### config.mk
export PLATFORM = sky130hd
export DESIGN_NAME = integration_timing_and_control
export DESIGN_NICKNAME = d
export VERILOG_FILES = /design/src/rtl/integ_timing_pkg.sv /design/src/rtl/base_period_tick.sv /design/src/rtl/integration_timing_and_control.sv
export VERILOG_INCLUDE_DIRS = /design/src /design/src/rtl
export SDC_FILE = /design/constraint.sdc
export NUM_CORES = 1
export LEC_CHECK = 0
export BUFFER_PORTS_ARGS = -buffer_cell sky130_fd_sc_hd__buf_2
export CORE_MARGIN = 1
export CORE_UTILIZATION = 48
export CTS_CLUSTER_DIAMETER = 50
export DETAILED_ROUTE_END_ITERATION = 8
export PLACE_DENSITY = 0.62
export SYNTH_ARGS = -nofsm -noshare
export SYNTH_HDL_FRONTEND = slang
export SYNTH_SLANG_ARGS = --single-unit
### constraint.sdc
create_clock -name mclk -period 7.23 [get_ports mclk]
set_clock_uncertainty 0.2 [all_clocks]
set_input_delay 1.446 -clock mclk [delete_from_list [all_inputs] [get_ports mclk]]
set_output_delay 1.446 -clock mclk [all_outputs]
set_load 0.02 [all_outputs]
### src/rtl/integ_timing_regs.svh
// Purpose: Register offsets, field positions, reset values and timing constants.
// Assumes: 8-bit register port, byte offsets as printed.
// Notes: The main enable register and the spare control/status registers are local choices.
`ifndef INTEG_TIMING_REGS_SVH
`define INTEG_TIMING_REGS_SVH

`define ADDR_MAIN_ENABLE 8'h80
`define ADDR_STEP_COUNT 8'h81
`define ADDR_STEP_SIZE_LO 8'hD4
`define ADDR_STEP_SIZE_HI 8'hD5
`define ADDR_IRQ_ENABLES 8'hF9
`define ADDR_CONTROL 8'hFA
`define ADDR_ENGINE_STATUS 8'hF0
`define ADDR_FULL_SCALE_LO 8'hF1
`define ADDR_FULL_SCALE_HI 8'hF2

`define BIT_POWER_ON 0
`define BIT_MEAS_ENABLE 1
`define BIT_MAIN_SPECTRAL_IRQ_ENABLE 6

`define BIT_SAT_IEN 7
`define BIT_SPECTRAL_IRQ_ENABLE 3
`define BIT_FIFO_IEN 2
`define BIT_SYS_IEN 0

`define BIT_SOFTWARE_RESET_REQUEST 3
`define BIT_MAN_AZ 2
`define BIT_FIFO_FLUSH 1
`define BIT_SAI_RELEASE 0

`define RST_STEP_COUNT 8'h00
`define RST_STEP_SIZE 16'h03E7
`define RST_BYTE 8'h00
`define FULL_SCALE_MAX 17'h0FFFF
`define BASE_PERIOD_PS 2780000
`define CLK_PERIOD_PS 4000

`endif

### src/rtl/integ_timing_pkg.sv
// Purpose: Types shared by the integration timing block.
// Assumes: Constants live in integ_timing_regs.svh.
// Notes: One-hot state codes are written out.
package integ_timing_pkg;
	typedef enum logic [2:0] {
		ST_IDLE = 3'b001,
		ST_INTEGRATE = 3'b010,
		ST_DONE = 3'b100
	} integ_state_t;
endpackage

### src/rtl/base_period_tick.sv
// Purpose: Produces one pulse per 2.78 us base period from mclk.
// Assumes: mclk at 250 MHz.
// Notes: Count held in reset while disabled, so the first tick is a full period late.
`timescale 1ns/1ps
`include "integ_timing_regs.svh"
module base_period_tick #(
	parameter int CYCLES = (`BASE_PERIOD_PS + `CLK_PERIOD_PS / 2) / `CLK_PERIOD_PS
) (
	// Clock and reset
	input wire logic mclk,
	input wire logic reset,
	// Control
	input wire logic run,
	output logic tick
);
	localparam int W = $clog2(CYCLES + 1);
	initial begin
		if (CYCLES < 1) $error("base_period_tick: CYCLES must be at least 1");
	end
	logic [W-1:0] count;
	wire last = (count == W'(CYCLES - 1));
	always_ff @(posedge mclk) begin
		if (reset || !run || last) count <= '0;
		else count <= count + W'(1);
	end
	always_ff @(posedge mclk) begin
		if (reset) tick <= 1'b0;
		else tick <= run && last;
	end
endmodule

### src/rtl/integration_timing_and_control.sv
// Purpose: Interrupt enables, control actions and integration time / full-scale logic.
// Assumes: 8-bit register port, one-cycle strobes, read data one cycle later.
// Notes: Engine events come in on mclk; the engines themselves sit outside.
`timescale 1ns/1ps
`include "integ_timing_regs.svh"
module integration_timing_and_control
	import integ_timing_pkg::*;
#(
	parameter int COUNT_W = 8,
	parameter int SIZE_W = 16
) (
	// Clock and reset
	input wire logic mclk,
	input wire logic reset,
	// Register port
	input wire logic [7:0] reg_addr,
	input wire logic [7:0] reg_wdata,
	input wire logic reg_write,
	input wire logic reg_read,
	output logic [7:0] reg_rdata,
	// Raw events from the engines
	input wire logic saturation_event,
	input wire logic spectral_threshold_hit,
	input wire logic persistence_met,
	input wire logic fifo_above_threshold,
	input wire logic flicker_status_changed,
	input wire logic sensor_mux_config_done,
	// Gated interrupt requests
	output logic saturation_irq,
	output logic spectral_irq,
	output logic fifo_irq,
	output logic system_irq,
	// Actions to the engines, and sleep_after_irq_flag back from them
	output logic power_on_reset_request,
	output logic autozero_start,
	output logic fifo_flush,
	output logic sleep_after_irq_release,
	input wire logic sleep_after_irq_flag,
	// Measurement timing
	output logic measurement_enable,
	output logic integrating,
	output logic integration_done,
	output logic [15:0] full_scale
);
	initial begin
		if (COUNT_W != 8 || SIZE_W != 16) $error("register widths are fixed at 8 and 16");
	end

	logic [7:0] main_enable;
	logic [COUNT_W-1:0] integration_step_count;
	logic [SIZE_W-1:0] integration_step_size;
	logic [7:0] interrupt_enables;
	logic [3:0] action_pulse;
	logic [COUNT_W-1:0] step_index;
	logic [SIZE_W-1:0] base_index;
	integ_state_t state;
	integ_state_t next_state;
	logic tick;

	localparam int PW = COUNT_W + SIZE_W + 2;

	// Multiply with saturation to the 16-bit ADC range; operands widened first
	function automatic logic [15:0] clamp_full_scale(input logic [COUNT_W-1:0] c,
			input logic [SIZE_W-1:0] s);
		logic [PW-1:0] prod;
		prod = (PW'(c) + PW'(1)) * (PW'(s) + PW'(1));
		if (prod > PW'(`FULL_SCALE_MAX)) clamp_full_scale = 16'hFFFF;
		else clamp_full_scale = prod[15:0];
	endfunction

	// Address decode
	wire hit_main = (reg_addr == `ADDR_MAIN_ENABLE);
	wire hit_count = (reg_addr == `ADDR_STEP_COUNT);
	wire hit_size_lo = (reg_addr == `ADDR_STEP_SIZE_LO);
	wire hit_size_hi = (reg_addr == `ADDR_STEP_SIZE_HI);
	wire hit_ien = (reg_addr == `ADDR_IRQ_ENABLES);
	wire hit_ctrl = (reg_addr == `ADDR_CONTROL);
	wire hit_status = (reg_addr == `ADDR_ENGINE_STATUS);
	wire hit_fs_lo = (reg_addr == `ADDR_FULL_SCALE_LO);
	wire hit_fs_hi = (reg_addr == `ADDR_FULL_SCALE_HI);

	wire spectral_irq_enable = interrupt_enables[`BIT_SPECTRAL_IRQ_ENABLE];
	wire power_on = main_enable[`BIT_POWER_ON];
	wire [7:0] main_view = {main_enable[7], spectral_irq_enable, main_enable[5:0]};
	wire [7:0] status_view = {5'h00, sleep_after_irq_flag, state == ST_DONE,
		state == ST_INTEGRATE};
	wire [15:0] next_full_scale = clamp_full_scale(integration_step_count,
		integration_step_size);

	wire [7:0] read_mux =
		hit_main ? main_view :
		hit_count ? integration_step_count :
		hit_size_lo ? integration_step_size[7:0] :
		hit_size_hi ? integration_step_size[15:8] :
		hit_ien ? interrupt_enables :
		hit_ctrl ? 8'h00 :
		hit_status ? status_view :
		hit_fs_lo ? full_scale[7:0] :
		hit_fs_hi ? full_scale[15:8] : 8'h00;

	// Writes; a software reset returns every register to its reset value
	always_ff @(posedge mclk) begin
		if (reset || action_pulse[`BIT_SOFTWARE_RESET_REQUEST]) begin
			main_enable <= `RST_BYTE;
			integration_step_count <= `RST_STEP_COUNT;
			integration_step_size <= `RST_STEP_SIZE;
			interrupt_enables <= `RST_BYTE;
		end else if (reg_write) begin
			if (hit_main) main_enable <= {reg_wdata[7], 1'b0, reg_wdata[5:0]};
			if (hit_main) interrupt_enables[`BIT_SPECTRAL_IRQ_ENABLE] <= reg_wdata[`BIT_MAIN_SPECTRAL_IRQ_ENABLE];
			if (hit_count) integration_step_count <= reg_wdata;
			if (hit_size_lo) integration_step_size[7:0] <= reg_wdata;
			if (hit_size_hi) integration_step_size[15:8] <= reg_wdata;
			if (hit_ien) interrupt_enables <= {reg_wdata[7], 3'h0, reg_wdata[3:2], 1'b0,
				reg_wdata[0]};
		end
	end

	// Control actions are one-cycle pulses, never stored
	always_ff @(posedge mclk) begin
		if (reset) action_pulse <= 4'h0;
		else if (reg_write && hit_ctrl) action_pulse <= reg_wdata[3:0];
		else action_pulse <= 4'h0;
	end

	always_ff @(posedge mclk) begin
		if (reset) reg_rdata <= 8'h00;
		else if (reg_read) reg_rdata <= read_mux;
		else reg_rdata <= 8'h00;
	end

	assign power_on_reset_request = action_pulse[`BIT_SOFTWARE_RESET_REQUEST];
	assign autozero_start = action_pulse[`BIT_MAN_AZ];
	assign fifo_flush = action_pulse[`BIT_FIFO_FLUSH];
	assign sleep_after_irq_release = action_pulse[`BIT_SAI_RELEASE];
	assign measurement_enable = power_on && main_enable[`BIT_MEAS_ENABLE];

	// Interrupt gating
	always_ff @(posedge mclk) begin
		if (reset) begin
			saturation_irq <= 1'b0;
			spectral_irq <= 1'b0;
			fifo_irq <= 1'b0;
			system_irq <= 1'b0;
		end else begin
			saturation_irq <= interrupt_enables[`BIT_SAT_IEN] && saturation_event;
			spectral_irq <= spectral_irq_enable && spectral_threshold_hit && persistence_met;
			fifo_irq <= interrupt_enables[`BIT_FIFO_IEN] && fifo_above_threshold
				&& !fifo_flush;
			system_irq <= interrupt_enables[`BIT_SYS_IEN]
				&& (flicker_status_changed || sensor_mux_config_done);
		end
	end

	always_ff @(posedge mclk) begin
		if (reset) full_scale <= 16'h0000;
		else full_scale <= next_full_scale;
	end

	// Integration sequencer: counts base periods per step, steps per integration
	base_period_tick u_tick (
		.mclk(mclk),
		.reset(reset),
		.run(state == ST_INTEGRATE),
		.tick(tick)
	);

	wire last_base = (base_index == integration_step_size);
	wire last_step = (step_index == integration_step_count);

	always_comb begin
		next_state = state;
		case (state)
			ST_IDLE: begin
				if (measurement_enable && !sleep_after_irq_flag) next_state = ST_INTEGRATE;
			end
			ST_INTEGRATE: begin
				if (!measurement_enable) next_state = ST_IDLE;
				else if (tick && last_base && last_step) next_state = ST_DONE;
			end
			ST_DONE: begin
				next_state = ST_IDLE;
			end
			default: begin
				next_state = ST_IDLE;
			end
		endcase
	end

	always_ff @(posedge mclk) begin
		if (reset || action_pulse[`BIT_SOFTWARE_RESET_REQUEST]) state <= ST_IDLE;
		else state <= next_state;
	end

	always_ff @(posedge mclk) begin
		if (reset || state != ST_INTEGRATE) begin
			base_index <= '0;
			step_index <= '0;
		end else if (tick) begin
			if (last_base) begin
				base_index <= '0;
				step_index <= step_index + COUNT_W'(1);
			end else begin
				base_index <= base_index + SIZE_W'(1);
			end
		end
	end

	assign integrating = (state == ST_INTEGRATE);
	assign integration_done = (state == ST_DONE);
endmodule

### Word-level counts from Yosys, hierarchy flattened

Cells that the tools add are included.

| word-level totals | value |
|---|---|
| input port bits | 27 |
| output and inout port bits | 35 |
| flip-flop bits (word level) | 105 |
| latch bits | 0 |
| ROM bits | 0 |
| word-level logic and storage cells | 93 |
| bits in writable memories | 0 |
| memories kept | 0 |

| operators by class | value |
|---|---|
| div/mod/pow operators | 0 |
| $mul | 1 |
| shift-type cells | 0 |
| bitwise gates (word level) | 2 |
| muxes and demuxes | 17 |
| reduce and logical (&&, ||, !) cells | 31 |
| $add $sub $neg | 5 |
| magnitude comparators | 1 |
| eq/ne operators | 18 |

Operators by type and width:

| operator | count |
|---|---|
| $eq 8x8->1 const B | 9 |
| $mux 8 | 9 |
| $mux 16 | 2 |
| $gt 26x16->1 const B | 1 |
| $mul 9x17->26 | 1 |
| $add 16x1->17 const B | 1 |
| $add 16x1->16 const B | 1 |
| $eq 16x16->1 | 1 |
| $reduce_and 2->1 | 8 |
| $logic_and 1x1->1 | 12 |
| $add 10x1->10 const B | 1 |
| $eq 10x10->1 const B | 1 |
| $add 8x1->9 const B | 1 |
| $mux 3 | 3 |
| $add 8x1->8 const B | 1 |
| $eq 8x8->1 | 1 |
| $pmux 3 s2 | 1 |
| $logic_or 1x1->1 | 5 |
| $mux 4 | 1 |
| $reduce_or 2->1 | 2 |
| $eq 3x1->1 const B | 1 |
| $eq 3x2->1 const B | 1 |
| $eq 3x3->1 const B | 1 |
| $logic_not 1->1 | 3 |
| 6 further kinds | 7 |

### Longest topological paths before layout

| logic depth | value |
|---|---|
| depth after elaboration | 10 |
| mapped depth | 25 |
| gate-level depth less buffers | 22 |

### Hierarchy

Synthesis repeated with hierarchy kept, for this count alone.

| unflattened totals | value |
|---|---|
| cells, all modules | 1,228 |
| area, all modules | 10,002.1 µm² |

By module, submodules not included:

| module | sequential area each (µm²) | cells an instance | times used | area each (µm²) |
|---|---|---|---|---|
| integration_timing_and_control | 1,881.8 | 1,175 | 1 | 9,512.9 |
| base_period_tick | 220.2 | 53 | 1 | 489.2 |

### Worst setup path after synthesis

OpenSTA, ideal clock, no wires.

| timing path | value |
|---|---|
| path kind | flip-flop to flip-flop |
| from | register integration_step_size[3] |
| to | register full_scale[12] |
| clock period less this slack | 6.432 ns |
| buffers on the path | 2 |
| library setup time | 0.139 ns |
| cell stages (with the launch flop) | 23 |
| setup slack | 0.798 ns |
| data arrival time | 6.093 ns |
| cell sequence | dfxtp_1 clkbuf_1 nand3_1 nor3_1 nand3_1 xor2_1 or2_2 fa_1 inv_1 fa_1 fa_1 inv_1 fa_1 inv_1 ha_1 a21oi_2 nand2_1 a221oi_4 a21oi_2 or4_4 nor4_4 buf_6 a41oi_2 |

| between the ends | value |
|---|---|
| cells in the longest elaborated chain, start to end | 4 |

Ends and longest elaborated chain:

| what | RTL line | text |
|---|---|---|
| from (decl) | integration_timing_and_control.sv:51 | `logic [SIZE_W-1:0] integration_step_size;` |
| from (signal assigned) | integration_timing_and_control.sv:106 | `` integration_step_size <= `RST_STEP_SIZE; `` |
| from (signal assigned) | integration_timing_and_control.sv:112 | `if (hit_size_lo) integration_step_size[7:0] <= reg_wdata;` |
| $add 16x1->17 (*) | integration_timing_and_control.sv:66 | `prod = (PW'(c) + PW'(1)) * (PW'(s) + PW'(1));` |
| $mul 9x17->26 (*) | integration_timing_and_control.sv:66 |  |
| $gt 26x16->1 | integration_timing_and_control.sv:67 | `` if (prod > PW'(`FULL_SCALE_MAX)) clamp_full_scale = 16'hFFFF; `` |
| $mux 16 (*) | integration_timing_and_control.sv:67 |  |
| to (signal assigned) | integration_timing_and_control.sv:157 | `else full_scale <= next_full_scale;` |
| to (decl) | integration_timing_and_control.sv:43 | `output logic [15:0] full_scale` |

Mark *: on every way between the ends. The rest lies on a longest branch, timed or not.
A chain may end at the register's enable or synchronous reset.

### Worst setup path after layout

| timing path | value |
|---|---|
| from | register integration_step_size[1] |
| to | register full_scale[6] |

Same word-level chain as after synthesis.

==> results.json <==
{
  "outcome": "finished, final reports clean",
  "grt_overflow": 0,
  "rsz0062_at_grt": "no",
  "dr.pass1.iters": 5,
  "cp_common_cell": "fa_1",
  "antenna_found_initial": 0,
  "vias_per_cell": 5.47,
  "yosys-top-cells-area": "fa_1 (22%), dfxtp_1 (21%), ha_1 (6.6%)",
  "ios": 62,
  "die-area_sq_um": 21100,
  "grtUsageTotal_pct": 25.7,
  "async_flop_share_pct": 0,
  "p_sw_uw": 293,
  "stdcell_count": 1511,
  "numPortBuffers": 61,
  "nets": 1421,
  "min_path_type": "reg -> reg",
  "netlist-cell-type-count": 69,
  "cts-root-buf": "clkbuf_16",
  "dp_hpwl_um": 20800,
  "synth_top_family_by_area": "adder cells",
  "cts_tree": "done",
  "syn-num-nets": 1377,
  "gp_congestion": 0.903,
  "clock_latency_ps": 360,
  "holdWs_ps": 231,
  "relSlewSlack_pct": 27.6,
  "synth_edf_count": 0,
  "place_area_sq_um": 10500,
  "powerDensity_nw_per_um2": 105,
  "slew_violations": 0,
  "seqPwrFrac_pct": 51.2,
  "synth_xor_area_share_pct": 9.06,
  "ys_seq_elements": 105,
  "routed_wl_um": 26300,
  "cts-resized-gates": 0,
  "yosys.area_share.simple_pct": 22.6,
  "cpPeakStageDelay_ps": 580,
  "drv_cap": 0,
  "synth_area_sq_um": 9860,
  "cp.required_ps": 7240,
  "path_max_fanout": 16,
  "clockBufferDepth": 2,
  "drt-wirelength-per-cell_um": 17.4,
  "setup_tns_ps": 0,
  "core_sq_um": 20200,
  "h-tree-depth": 3,
  "fmax_ghz": 0.147,
  "drive_gt1_share_pct": 11.1,
  "setup_viol_count_final": 0,
  "vdd_drop_max_mv": 0.113,
  "netlist_instances": 1192,
  "p_leak_nw": 4.87,
  "drc": 0,
  "final_common_cell": "nor2_1",
  "ys_warn_count": 0,
  "avgSynthCellArea_sq_um": 8.27,
  "final_area_sq_um": 10800,
  "period_minus_slack_ps": 6810,
  "worstPathCellList": "ha_1 > nand4_1 > nor2_1 > nand2_1 > xor2_1 > nor2_1 > fa_1 > fa_1 > fa_1 > inv_1 > fa_1 > inv_1 > ha_1 > a21oi_2 > nand2_1 > a221oi_4 > a21oi_2 > or4_4 > nor4_4 > buf_4 > a41oi_1",
  "finalHoldViolCount": 0,
  "area_delta_synth_final_pct": 9.71,
  "fin_crit_sh_pct": 94.1,
  "combinationalPowerShare_pct": 4.1,
  "swShare_pct": 25.7,
  "grt_pass1_wl_um": 43000,
  "first_global_vias": 8079,
  "num_rows": 52,
  "die_x_um": 145,
  "pwr-share-clk_pct": 44.7,
  "die_y_um": 145,
  "cp-end-kind": "flop",
  "start_kind": "flop",
  "cts_hold_buf": 0,
  "crit_type": "reg -> reg",
  "worst_slew_pin_slew_ps": 1080,
  "ys_seq_area_share_pct": 21.3,
  "cts_buffers": 9,
  "dp_cells": 1495,
  "final_cell_mix": "nor2_1 (154), inv_1 (151), nand2_1 (127)",
  "start_util_pct": 48.9,
  "yosysTopAreaCell": "fa_1",
  "diodes": 0,
  "rrSetupSlack_ps": 420,
  "grt_max_degree": 36,
  "critPathArrivalTime_ps": 6820,
  "critical_path.slowest_cell": "fa_1",
  "synth_top_area_share_pct": 21.5,
  "path_clk_slew_ps": 80,
  "synth_compound_area_share_pct": 10.2,
  "cts.sinks": 105,
  "post_cts_buffers": 0,
  "vias": 8267,
  "synth_fa_ha_area_share_pct": 28.1,
  "p_int_uw": 845,
  "drt_iter0_drc": 557,
  "synthMuxAreaShare_pct": 0.711,
  "ant_nets": 0,
  "synthFlopType": "dfxtp_1"
}
## critical path: cells and delay by family, from the launching register on
kind	cells	cell delay, ps
fa+ha+maj	6	2730
simple gates	7	1560
compound gates	4	810
flops	1	480
xor+xnor	1	470
buf+inv	3	360
## state kept, by name, indices dropped and copies added (netlist names)
signal and cells:
system_irq 1, u_tick.count 10, integration_step_count 8, main_enable 7, reg_rdata 8, step_index 8
interrupt_enables 4, u_tick.tick 1, fifo_irq 1, base_index 16, saturation_irq 1, spectral_irq 1
state 3, integration_step_size 16, action_pulse 4, full_scale 16
## Yosys cell counts, types with 3 or more instances
cell and n:
a221oi_1 4, a31oi_1 11, nand4_1 23, o21ai_1 3, a41oi_2 3, nand2_1 127
dfxtp_1 105, buf_2 3, o21ai_0 13, xor2_1 52, a222oi_1 5, nor3b_1 5
a41oi_1 7, buf_1 4, clkbuf_1 45, mux2i_1 7, a21oi_2 4, nor2b_1 4
xnor2_1 50, a21oi_1 51, ha_1 52, or3_1 3, nor2_1 154, nor4_1 4
inv_1 151, and3_1 15, nor3_1 6, nand2b_1 26, and2_1 12, fa_1 106
nand3_1 63, o211ai_1 5, or2_2 10, a21o_1 5, and4_1 5, a22oi_1 10
## layout make-up
| type | instances | area (sq um) |
|---|---|---|
| Tap cell | 270 | 338 |
| Multi-Input combinational cell | 880 | 6980 |
| Sequential cell | 105 | 2100 |
| Fill cell | 1940 | 9350 |
| Clock buffer | 9 | 225 |
| Inverter | 152 | 571 |
| Timing Repair Buffer | 88 | 508 |
| Clock inverter | 7 | 91.3 |
## layer usage
| layer | GRT usage (%) | up-vias | routed length [um] |
|---|---|---|---|
| met2 | 42.6 | 249 | 12600 |
| met5 | 0 | - | 0 |
| li1 | - | 3955 | - |
| met1 | 35.8 | 4031 | 12000 |
| met4 | 7.95 | 0 | 455 |
| met3 | 1.97 | 32 | 1230 |
## power groups by stage
| stage | Clock [mW] | Combinational (mW) | Sequential, mW |
|---|---|---|---|
| 2_1_floorplan | 0 | 0.0218 | 0.598 |
| 3_3_place_gp | 0 | 0.0458 | 0.597 |
| 3_5_place_dp | 0 | 0.0455 | 0.597 |
| 4_1_cts | 0.518 | 0.0458 | 0.583 |
| 5_1_grt | 0.540 | 0.0504 | 0.583 |
| 6_report | 0.508 | 0.0466 | 0.583 |
## cells by family (layout without fill, tap and decap cells)
kind of cell,after synthesis,after routing
flip-flops,105,105
multiplexers,7,7
buffers and inverters,207,256
adder cells (fa/ha/maj),158,158
AO/OA/AOI/OAI,143,143
XOR/XNOR,102,102
AND/OR/NAND/NOR,470,470
## per-stage QoR
| step | setup WS, ps | util, % | power, mW |
|---|---|---|---|
| floorplan | 798 | - | 0.620 |
| global placement | 557 | 52.0 | 0.642 |
| detailed placement | 391 | 52.0 | 0.642 |
| CTS | 347 | 53.6 | 1.15 |
| global route | 19.4 | 53.6 | 1.17 |
| finish | 423 | 53.6 | 1.14 |
## final timing paths
check                           start             to  cells past startpoint
max          integration_step_size[1]  full_scale[6]                     21
min                   action_pulse[1]       fifo_irq                      1
max reg2reg  integration_step_size[1]  full_scale[6]                     21
min reg2reg           action_pulse[1]       fifo_irq                      1
No activity file was read; power rests on OpenSTA's default activity.
